`config.mk`:
```
export PLATFORM = sky130hd
export DESIGN_NAME = ssc_top
export DESIGN_NICKNAME = d
export VERILOG_FILES = /design/src/ssc_pkg.sv /design/src/ssc_top.sv
export SDC_FILE = /design/constraint.sdc
export NUM_CORES = 1
export LEC_CHECK = 0
export BUFFER_PORTS_ARGS = -buffer_cell sky130_fd_sc_hd__clkbuf_2
export CORE_MARGIN = 4
export CORE_UTILIZATION = 35
export DETAILED_ROUTE_END_ITERATION = 10
export GPL_TIMING_DRIVEN = 0
export PLACE_DENSITY = 0.66
export SLEW_MARGIN = 10
export SYNTH_ARGS = -nofsm -noshare
export SYNTH_HDL_FRONTEND = slang
export SYNTH_SLANG_ARGS = --single-unit
```
`constraint.sdc`:
```
create_clock -name aclk -period 2.2 [get_ports aclk]
set_clock_uncertainty 0.1 [all_clocks]
set_input_delay 0.55 -clock aclk [delete_from_list [all_inputs] [get_ports aclk]]
set_output_delay 0.55 -clock aclk [all_outputs]
set_load 0.1 [all_outputs]
```
`src/ssc_pkg.sv`:
```
// constants for the supply supervision control block
// ===========================================================
package ssc_pkg;

	// ===========================================================
	// register map
	localparam logic [3:0]  ADDR_CTRL = 4'h0;
	localparam logic [3:0]  ADDR_HCFG = 4'h4;
	localparam logic [3:0]  ADDR_LCFG = 4'h8;
	localparam logic [3:0]  ADDR_STAT = 4'hc;

	// ===========================================================
	// control field positions
	localparam int CORE_LVL_LSB  = 0;
	localparam int HSUP_EN_BIT   = 4;
	localparam int HMON_EN_BIT   = 5;
	localparam int LSUP_EN_BIT   = 6;
	localparam int LMON_EN_BIT   = 7;
	localparam int HSUP_RST_BIT  = 8;
	localparam int LSUP_RST_BIT  = 9;
	localparam logic [9:0] CTRL_RESET = 10'h3f0;
	localparam logic [9:0] CTRL_MASK  = 10'h3f3;

	// ===========================================================
	// threshold configuration fields; level fields shared by both sides, interrupt enable on the input side only
	localparam int RST_LVL_LSB   = 0;
	localparam int REL_LVL_LSB   = 4;
	localparam int HMON_IE_BIT   = 8;
	localparam logic [8:0] HCFG_RESET = 9'h000;
	localparam logic [8:0] HCFG_MASK  = 9'h173;
	localparam logic [8:0] LCFG_RESET = 9'h000;
	localparam logic [8:0] LCFG_MASK  = 9'h073;
	localparam logic [2:0] LOW_REL_TOP = 3'h3;

	// ===========================================================
	// status fields
	localparam int FLAG_LSB      = 0;
	localparam int LIVE_LSB      = 8;
	localparam int HCUR_BIT      = 12;
	localparam int DEVRST_BIT    = 13;

	// ===========================================================
	// checker index and synchroniser layout
	localparam int CHK_HSUP = 0;
	localparam int CHK_HMON = 1;
	localparam int CHK_LSUP = 2;
	localparam int CHK_LMON = 3;
	localparam int SYN_BROWN = 4;
	localparam int SYN_RDY  = 5;
	localparam int SYN_W    = 6;
	localparam logic [5:0] SYNC_RESET = 6'h10;

	localparam logic [1:0] RESP_OKAY   = 2'h0;
	localparam logic [1:0] RESP_SLVERR = 2'h2;

endpackage : ssc_pkg

```
`src/ssc_top.sv`:
```
// supply supervision control: checkers, brownout hold, regulator mode, axi4-lite registers
`timescale 1ns/1ps
module ssc_top #(
	parameter int ADDR_W = 4
) (
	input  wire logic              aclk,              // 100 MHz system clock
	input  wire logic              aresetn,           // brownout reset, sync, low
	// axi4-lite slave
	input  wire logic              awvalid,           // write address valid
	output      logic              awready,           // write address ready
	input  wire logic [ADDR_W-1:0] awaddr,            // write byte address
	input  wire logic              wvalid,            // write data valid
	output      logic              wready,            // write data ready
	input  wire logic [31:0]       wdata,             // write data
	input  wire logic [3:0]        wstrb,             // write byte enables
	output      logic              bvalid,            // write response valid
	input  wire logic              bready,            // write response ready
	output      logic [1:0]        bresp,             // write response
	input  wire logic              arvalid,           // read address valid
	output      logic              arready,           // read address ready
	input  wire logic [ADDR_W-1:0] araddr,            // read byte address
	output      logic              rvalid,            // read data valid
	input  wire logic              rready,            // read data ready
	output      logic [31:0]       rdata,             // read data
	output      logic [1:0]        rresp,             // read response
	// analogue comparators, asynchronous
	input  wire logic [3:0]        below_raw,         // per checker supply below level
	input  wire logic              core_below_brownout, // core below brownout preset
	input  wire logic              core_ready,        // core fit for default clock
	// activity, same clock domain
	input  wire logic              cpu_active,        // cpu running
	input  wire logic              low_power_mode_0,  // cpu in low power mode 0
	input  wire logic              low_power_mode_1,  // cpu in low power mode 1
	input  wire logic              fast_clock_in_use, // a module uses a clock above 32 kHz
	input  wire logic              irq_executing,     // interrupt being serviced
	// to analogue and reset network
	output      logic [1:0]        core_level_select, // regulator step
	output      logic [3:0]        checker_enable,    // per checker enable
	output      logic [2:0]        high_sup_level,    // input supervisor threshold now
	output      logic [2:0]        high_mon_level,    // input monitor threshold
	output      logic [2:0]        low_sup_level,     // core supervisor threshold now
	output      logic [2:0]        low_mon_level,     // core monitor threshold
	output      logic              high_current_mode, // regulator load mode
	output      logic              por_request,       // power-on reset request
	output      logic              device_reset_n,    // brownout device reset, low
	output      logic              high_monitor_irq   // input monitor interrupt request
);
	import ssc_pkg::*;

	// ===========================================================
	// helpers
	function automatic logic [31:0] merge(input logic [31:0] old, input logic [31:0] nw,
		input logic [3:0] strb);
		logic [31:0] r;
		r = old;
		for (int i = 0; i < 4; i++) begin
			if (strb[i]) begin
				r[i*8 +: 8] = nw[i*8 +: 8];
			end
		end
		return r;
	endfunction : merge

	function automatic logic [2:0] low_rel(input logic [2:0] code);
		return (code > LOW_REL_TOP) ? LOW_REL_TOP : code;
	endfunction : low_rel

	// ===========================================================
	// registers
	logic [9:0]        ctrl_q;
	logic [8:0]        hcfg_q;
	logic [8:0]        lcfg_q;
	logic [3:0]        flag_q;
	logic [3:0]        flag_d;
	logic [SYN_W-1:0]  s1_q;
	logic [SYN_W-1:0]  s2_q;
	logic [SYN_W-1:0]  s3_q;
	logic [SYN_W-1:0]  filt_q;
	logic [SYN_W-1:0]  filt_d;
	logic              hcur_q;
	logic              por_q;
	logic              devrst_n_q;
	logic              irq_q;
	logic              aw_have_q;
	logic              w_have_q;
	logic [ADDR_W-1:0] awaddr_q;
	logic [31:0]       wdata_q;
	logic [3:0]        wstrb_q;
	logic              bvalid_q;
	logic [1:0]        bresp_q;
	logic              rvalid_q;
	logic [31:0]       rdata_q;
	logic [1:0]        rresp_q;

	// ===========================================================
	// comparator synchronisers
	wire [SYN_W-1:0] raw_in = {core_ready, core_below_brownout, below_raw};

	// a level counts only once the second and third stages agree
	assign filt_d = (s2_q & s3_q) | (filt_q & (s2_q | s3_q));

	always_ff @(posedge aclk) begin
		if (!aresetn) begin
			s1_q   <= SYNC_RESET;
			s2_q   <= SYNC_RESET;
			s3_q   <= SYNC_RESET;
			filt_q <= SYNC_RESET;
		end else begin
			s1_q   <= raw_in;
			s2_q   <= s1_q;
			s3_q   <= s2_q;
			filt_q <= filt_d;
		end
	end

	// ===========================================================
	// checkers
	wire [3:0] enables = {ctrl_q[LMON_EN_BIT], ctrl_q[LSUP_EN_BIT],
	                      ctrl_q[HMON_EN_BIT], ctrl_q[HSUP_EN_BIT]};
	// each checker acts on its own, all four at once
	wire [3:0] trip    = enables & filt_q[3:0];
	wire       do_wr   = aw_have_q && w_have_q && !bvalid_q;
	wire       stat_wr = do_wr && (awaddr_q[3:0] == ADDR_STAT);
	wire [3:0] clr     = stat_wr ? (wdata_q[FLAG_LSB +: 4] & {4{wstrb_q[0]}}) : 4'h0;

	// a trip in the clearing cycle still sets the flag
	assign flag_d = (flag_q & ~clr) | trip;

	// only supervisors may raise por_request; monitors never do
	wire por_d = (trip[CHK_HSUP] && ctrl_q[HSUP_RST_BIT]) ||
	             (trip[CHK_LSUP] && ctrl_q[LSUP_RST_BIT]);
	wire mon_irq_d = flag_d[CHK_HMON] && hcfg_q[HMON_IE_BIT];

	// ===========================================================
	// regulator load and brownout
	wire hcur_d = cpu_active || low_power_mode_0 || low_power_mode_1 ||
	              fast_clock_in_use || irq_executing;
	wire devrst_n_d = filt_q[SYN_RDY] && !filt_q[SYN_BROWN];

	always_ff @(posedge aclk) begin
		if (!aresetn) begin
			flag_q     <= 4'h0;
			por_q      <= 1'b0;
			irq_q      <= 1'b0;
			hcur_q     <= 1'b1;
			devrst_n_q <= 1'b0;
		end else begin
			flag_q     <= flag_d;
			por_q      <= por_d;
			irq_q      <= mon_irq_d;
			hcur_q     <= hcur_d;
			devrst_n_q <= devrst_n_d;
		end
	end

	// ===========================================================
	// thresholds: supervisors switch to release level while below
	wire [1:0] h_rst = hcfg_q[RST_LVL_LSB +: 2];
	wire [2:0] h_rel = hcfg_q[REL_LVL_LSB +: 3];
	wire [1:0] l_rst = lcfg_q[RST_LVL_LSB +: 2];
	wire [2:0] l_rel = low_rel(lcfg_q[REL_LVL_LSB +: 3]);

	assign high_sup_level = filt_q[CHK_HSUP] ? h_rel : {1'b0, h_rst};
	assign low_sup_level  = filt_q[CHK_LSUP] ? l_rel : {1'b0, l_rst};
	assign high_mon_level = h_rel;
	assign low_mon_level  = l_rel;

	// ===========================================================
	// axi4-lite write path: address and data taken in either order
	assign awready = !aw_have_q && !bvalid_q;
	assign wready  = !w_have_q && !bvalid_q;
	assign bvalid  = bvalid_q;
	assign bresp   = bresp_q;

	wire wr_ctrl = do_wr && (awaddr_q[3:0] == ADDR_CTRL);
	wire wr_hcfg = do_wr && (awaddr_q[3:0] == ADDR_HCFG);
	wire wr_lcfg = do_wr && (awaddr_q[3:0] == ADDR_LCFG);
	wire wr_ok   = wr_ctrl || wr_hcfg || wr_lcfg || stat_wr;

	wire [31:0] ctrl_m = merge({22'h0, ctrl_q}, wdata_q, wstrb_q);
	wire [31:0] hcfg_m = merge({23'h0, hcfg_q}, wdata_q, wstrb_q);
	wire [31:0] lcfg_m = merge({23'h0, lcfg_q}, wdata_q, wstrb_q);

	always_ff @(posedge aclk) begin
		if (!aresetn) begin
			aw_have_q <= 1'b0;
			w_have_q  <= 1'b0;
			awaddr_q  <= '0;
			wdata_q   <= 32'h0;
			wstrb_q   <= 4'h0;
			bvalid_q  <= 1'b0;
			bresp_q   <= RESP_OKAY;
		end else begin
			if (awvalid && awready) begin
				aw_have_q <= 1'b1;
				awaddr_q  <= awaddr;
			end
			if (wvalid && wready) begin
				w_have_q <= 1'b1;
				wdata_q  <= wdata;
				wstrb_q  <= wstrb;
			end
			if (do_wr) begin
				aw_have_q <= 1'b0;
				w_have_q  <= 1'b0;
				bvalid_q  <= 1'b1;
				bresp_q   <= wr_ok ? RESP_OKAY : RESP_SLVERR;
			end else if (bvalid_q && bready) begin
				bvalid_q <= 1'b0;
			end
		end
	end

	// defaults: level 00, every checker and supervisor reset on
	always_ff @(posedge aclk) begin
		if (!aresetn) begin
			ctrl_q <= CTRL_RESET;
			hcfg_q <= HCFG_RESET;
			lcfg_q <= LCFG_RESET;
		end else begin
			if (wr_ctrl) begin
				ctrl_q <= ctrl_m[9:0] & CTRL_MASK;
			end
			if (wr_hcfg) begin
				hcfg_q <= hcfg_m[8:0] & HCFG_MASK;
			end
			if (wr_lcfg) begin
				lcfg_q <= lcfg_m[8:0] & LCFG_MASK;
			end
		end
	end

	// ===========================================================
	// axi4-lite read path
	wire [3:0] ra = araddr[3:0];
	wire [31:0] stat_word = {18'h0, devrst_n_q, hcur_q,
	                         filt_q[3:0], 4'h0, flag_q};
	wire [31:0] rd_mux = (ra == ADDR_CTRL) ? {22'h0, ctrl_q} :
	                     (ra == ADDR_HCFG) ? {23'h0, hcfg_q} :
	                     (ra == ADDR_LCFG) ? {23'h0, lcfg_q} :
	                     (ra == ADDR_STAT) ? stat_word : 32'h0;
	wire rd_hit = (ra == ADDR_CTRL) || (ra == ADDR_HCFG) ||
	              (ra == ADDR_LCFG) || (ra == ADDR_STAT);

	assign arready = !rvalid_q;
	assign rvalid  = rvalid_q;
	assign rdata   = rdata_q;
	assign rresp   = rresp_q;

	always_ff @(posedge aclk) begin
		if (!aresetn) begin
			rvalid_q <= 1'b0;
			rdata_q  <= 32'h0;
			rresp_q  <= RESP_OKAY;
		end else if (arvalid && arready) begin
			rvalid_q <= 1'b1;
			rdata_q  <= rd_mux;
			rresp_q  <= rd_hit ? RESP_OKAY : RESP_SLVERR;
		end else if (rvalid_q && rready) begin
			rvalid_q <= 1'b0;
		end
	end

	// ===========================================================
	// outputs
	assign core_level_select = ctrl_q[CORE_LVL_LSB +: 2];
	assign checker_enable    = enables;
	assign high_current_mode = hcur_q;
	assign por_request       = por_q;
	assign device_reset_n    = devrst_n_q;
	assign high_monitor_irq  = irq_q;
endmodule : ssc_top

```
==> qor.txt <==
Final global-route overflow total -> 0
Synth Register Bits -> 87
Starting Density -> 36.1%
Rows -> 36
WP data arrival -> 1.50 ns
Ys Warns -> 0
Final setup fails -> 0
Area Overhead vs Synth -> 24.1%
Die width -> 109 um
Initial antenna violation count -> 0
Worst path cell trace -> or2_2 -> mux2_2 -> buf_8
Post-synth cell types -> 42
Hold Path Class -> in2reg
Htree depth -> 3
Unrepaired setup endpoints after global routing -> false
Max-Cap Viols -> 0
Post-layout util -> 44.9%
Drt total wl -> 8670 um
TritonCTS Buffers -> 9
WHS -> 0.269 ns
Max IR drop VDD -> 0.000344 V
Crit. End Element -> output port
Input/output buffers -> 77
DIE AREA -> 11800 sq um
Sequential-to-total area share from yosys stat -> 49.1%
Iter 0 DRT Violations -> 120
Clock Sinks -> 87
Maximum clock frequency -> 0.464 GHz
Largest net degree at the start of global routing -> 14
P_sw -> 0.974 mW
Top FF cell, synth -> dfxtp_1
Final HPWL from detailed placement -> 6760 um
Mean Syn Cell Area -> 9.32 sq um
Slowest stage delay, CP -> 0.34 ns
Fin crit share -> 97.9%
Required @ worst endpoint -> 1.55 ns
Core ar. -> 9820 sq um
Via Count -> 2940
Final Max Slew Viols -> 0
Pint -> 2.30 mW
Setup Total Neg Slack -> 0 ns
WP buf/inv -> 1
Final hold vios -> 0
Vias in the first global route -> 2722
Mapped Area -> 3550 sq um
Antenna Cells -> 0
Routed Antenna Nets -> 0
Clock power frac -> 33.3%
Logic pwr share -> 16.1%
Post-synth top area cell -> dfxtp_1
Pwr dens -> 744 nW/um^2
Nets -> 552
GP Congestion -> 0.863
Setup CP Type -> reg2out
Min Tclk post-route -> 2.15 ns
Number of synthesized flops with an enable pin -> 0
Drt wl/cell -> 13.8 um
Area share of the largest cell type after synthesis -> 49.1%
Dpl cell area -> 4190 sq um
Root Buffer -> clkbuf_8
P_leak -> 2.01 nW
Post-layout power -> 3.27 mW
Startpoint types -> flop
Worst rel slew slack -> 59.8%
DRT Pass-1 Iters -> 5
CTS tree -> yes
Final Instance Area -> 4400 sq um
Share of cells above drive strength 1 -> 29.7%
Asr flop ratio synth -> 0%
Worst skew pair latency -> 0.35 ns
First-pass GRT wire length -> 13700 um
CTS clock-pin slew for the worst setup and hold paths -> 0.08 ns
Post-Synthesis Cells -> 381
Vias per std cell -> 4.68
Slew at the pin closest to its max-slew limit -> 0.597 ns
Post-CTS Setup Bufs -> 0
Max FO, Critical Path -> 4
GRT Util Overall -> 15.1%
CP delay by family, top -> flip-flops
Switch share -> 29.7%
Largest cells by area after synthesis -> dfxtp_1, buf_4, nand2_1
Sequential share of power -> 50.6%
Status -> complete, no violations
Chip height -> 109 um
I/O Pins -> 125
Max Buffers Root-to-Sink -> 2
Crit path max-delay cell type -> dfxtp_1
Number of remaining DRC errors -> 0
-- sequential cells by signal, indices dropped and copies added (netlist names), 6 cells and up --
signal	cells
hcfg_q	6
s1_q	6
wdata_q	10
s3_q	6
rdata	14
s2_q	6
filt_q	6
ctrl_q	8
-- final timing paths --
| kind | end | slack, ns | start | cells after the start |
|---|---|---|---|---|
| worst max-delay path | low_sup_level[0] | 0.05 | lcfg_q[6] | 3 |
| worst min register to register | s2_q[4] | 0.31 | s1_q[4] | 1 |
| worst min-delay path | high_current_mode | 0.27 | irq_executing | 2 |
| worst max register to register | high_monitor_irq | 0.53 | bvalid | 5 |
-- final cells by class --
type                            count  area, sq um
Clock buffer                       13          149
Fill cell                        1007         5420
Buffer                             49          313
Multi-Input combinational cell    256         1540
Sequential cell                    87         1740
Tap cell                          133          166
Inverter                           10         37.5
Timing Repair Buffer               77          410
Clock inverter                      3         42.5
-- cell families after synthesis --
group / count (synthesis) / share of synthesized area, %
AO/OA/AOI/OAI: 64 / 11.5
buffers and inverters: 59 / 9.87
flip-flops: 87 / 49.1
multiplexers: 26 / 8.21
AND/OR/NAND/NOR: 144 / 21.3
other: 1 / 0.106
-- per-stage QoR --
stage | setup WS (ns) | instances
5_1_grt | 0.0137 | 628
2_1_floorplan | -0.181 | 402
4_1_cts | 0.00228 | 628
3_3_place_gp | 0.214 | 612
6_report | 0.0468 | 628
3_5_place_dp | 0.181 | 612
-- what timing repair did --
action                                  4_1_cts  5_1_grt
endpoints found under the setup margin        4        5
pin swaps                                     0        0
resized for setup                             6        3
endpoints found under the hold margin         0        0
hold buffers                                  0        0
-- worst reg2reg max path, cell delays in order (launching register included) --
cell and delay, ns:
dfxtp_1 0.32, buf_6 0.13, and3b_1 0.23, buf_2 0.23
and4_1 0.37, a31oi_1 0.16
-- synth_stat cells, drive strengths merged (5+ instances only) --
| master | number |
|---|---|
| clkbuf | 13 |
| nor2 | 28 |
| inv | 10 |
| o21ai | 10 |
| and2 | 20 |
| buf | 36 |
| nand2 | 57 |
| dfxtp | 87 |
| a22o | 5 |
| a32oi | 8 |
| mux2i | 19 |
| a21oi | 27 |
| nand2b | 11 |
| mux2 | 5 |
-- metal layers --
metal | GRT usage (%) | wire length (um) | part of all wire, % | up-vias
li1 | - | - | - | 1477
met1 | 20.4 | 4030 | 46 | 1342
met2 | 23.0 | 3810 | 44 | 105
met3 | 3.61 | 638 | 7.4 | 16
met4 | 6.76 | 189 | 2.2 | 0
met5 | 0 | 0 | 0 | -
-- power groups by stage --
stage	Clock [mW]	Sequential (mW)	Combinational, mW
3_3_place_gp	0	1.69	0.520
3_5_place_dp	0	1.70	0.526
5_1_grt	1.17	1.67	0.561
2_1_floorplan	0	1.74	0.378
4_1_cts	1.11	1.66	0.527
6_report	1.09	1.66	0.527
-- placed cells by master (no fill, tap or decap), types with 3 or more instances in the layout --
master,instances
conb_1,22
buf_4,31
mux2_2,5
mux2i_1,19
a31oi_1,4
nand2b_1,11
a21oi_1,27
a222oi_1,3
nand2_1,57
and2_1,20
a32oi_1,8
clkbuf_8,10
o211ai_1,4
clkbuf_1,16
a22o_1,5
inv_1,9
or3_1,3
o21ai_0,10
dfxtp_1,85
clkbuf_2,73
nand3_1,3
nor2_1,26
nand4_1,4
buf_2,4
Note: power is estimated with default switching activity, not from simulation.
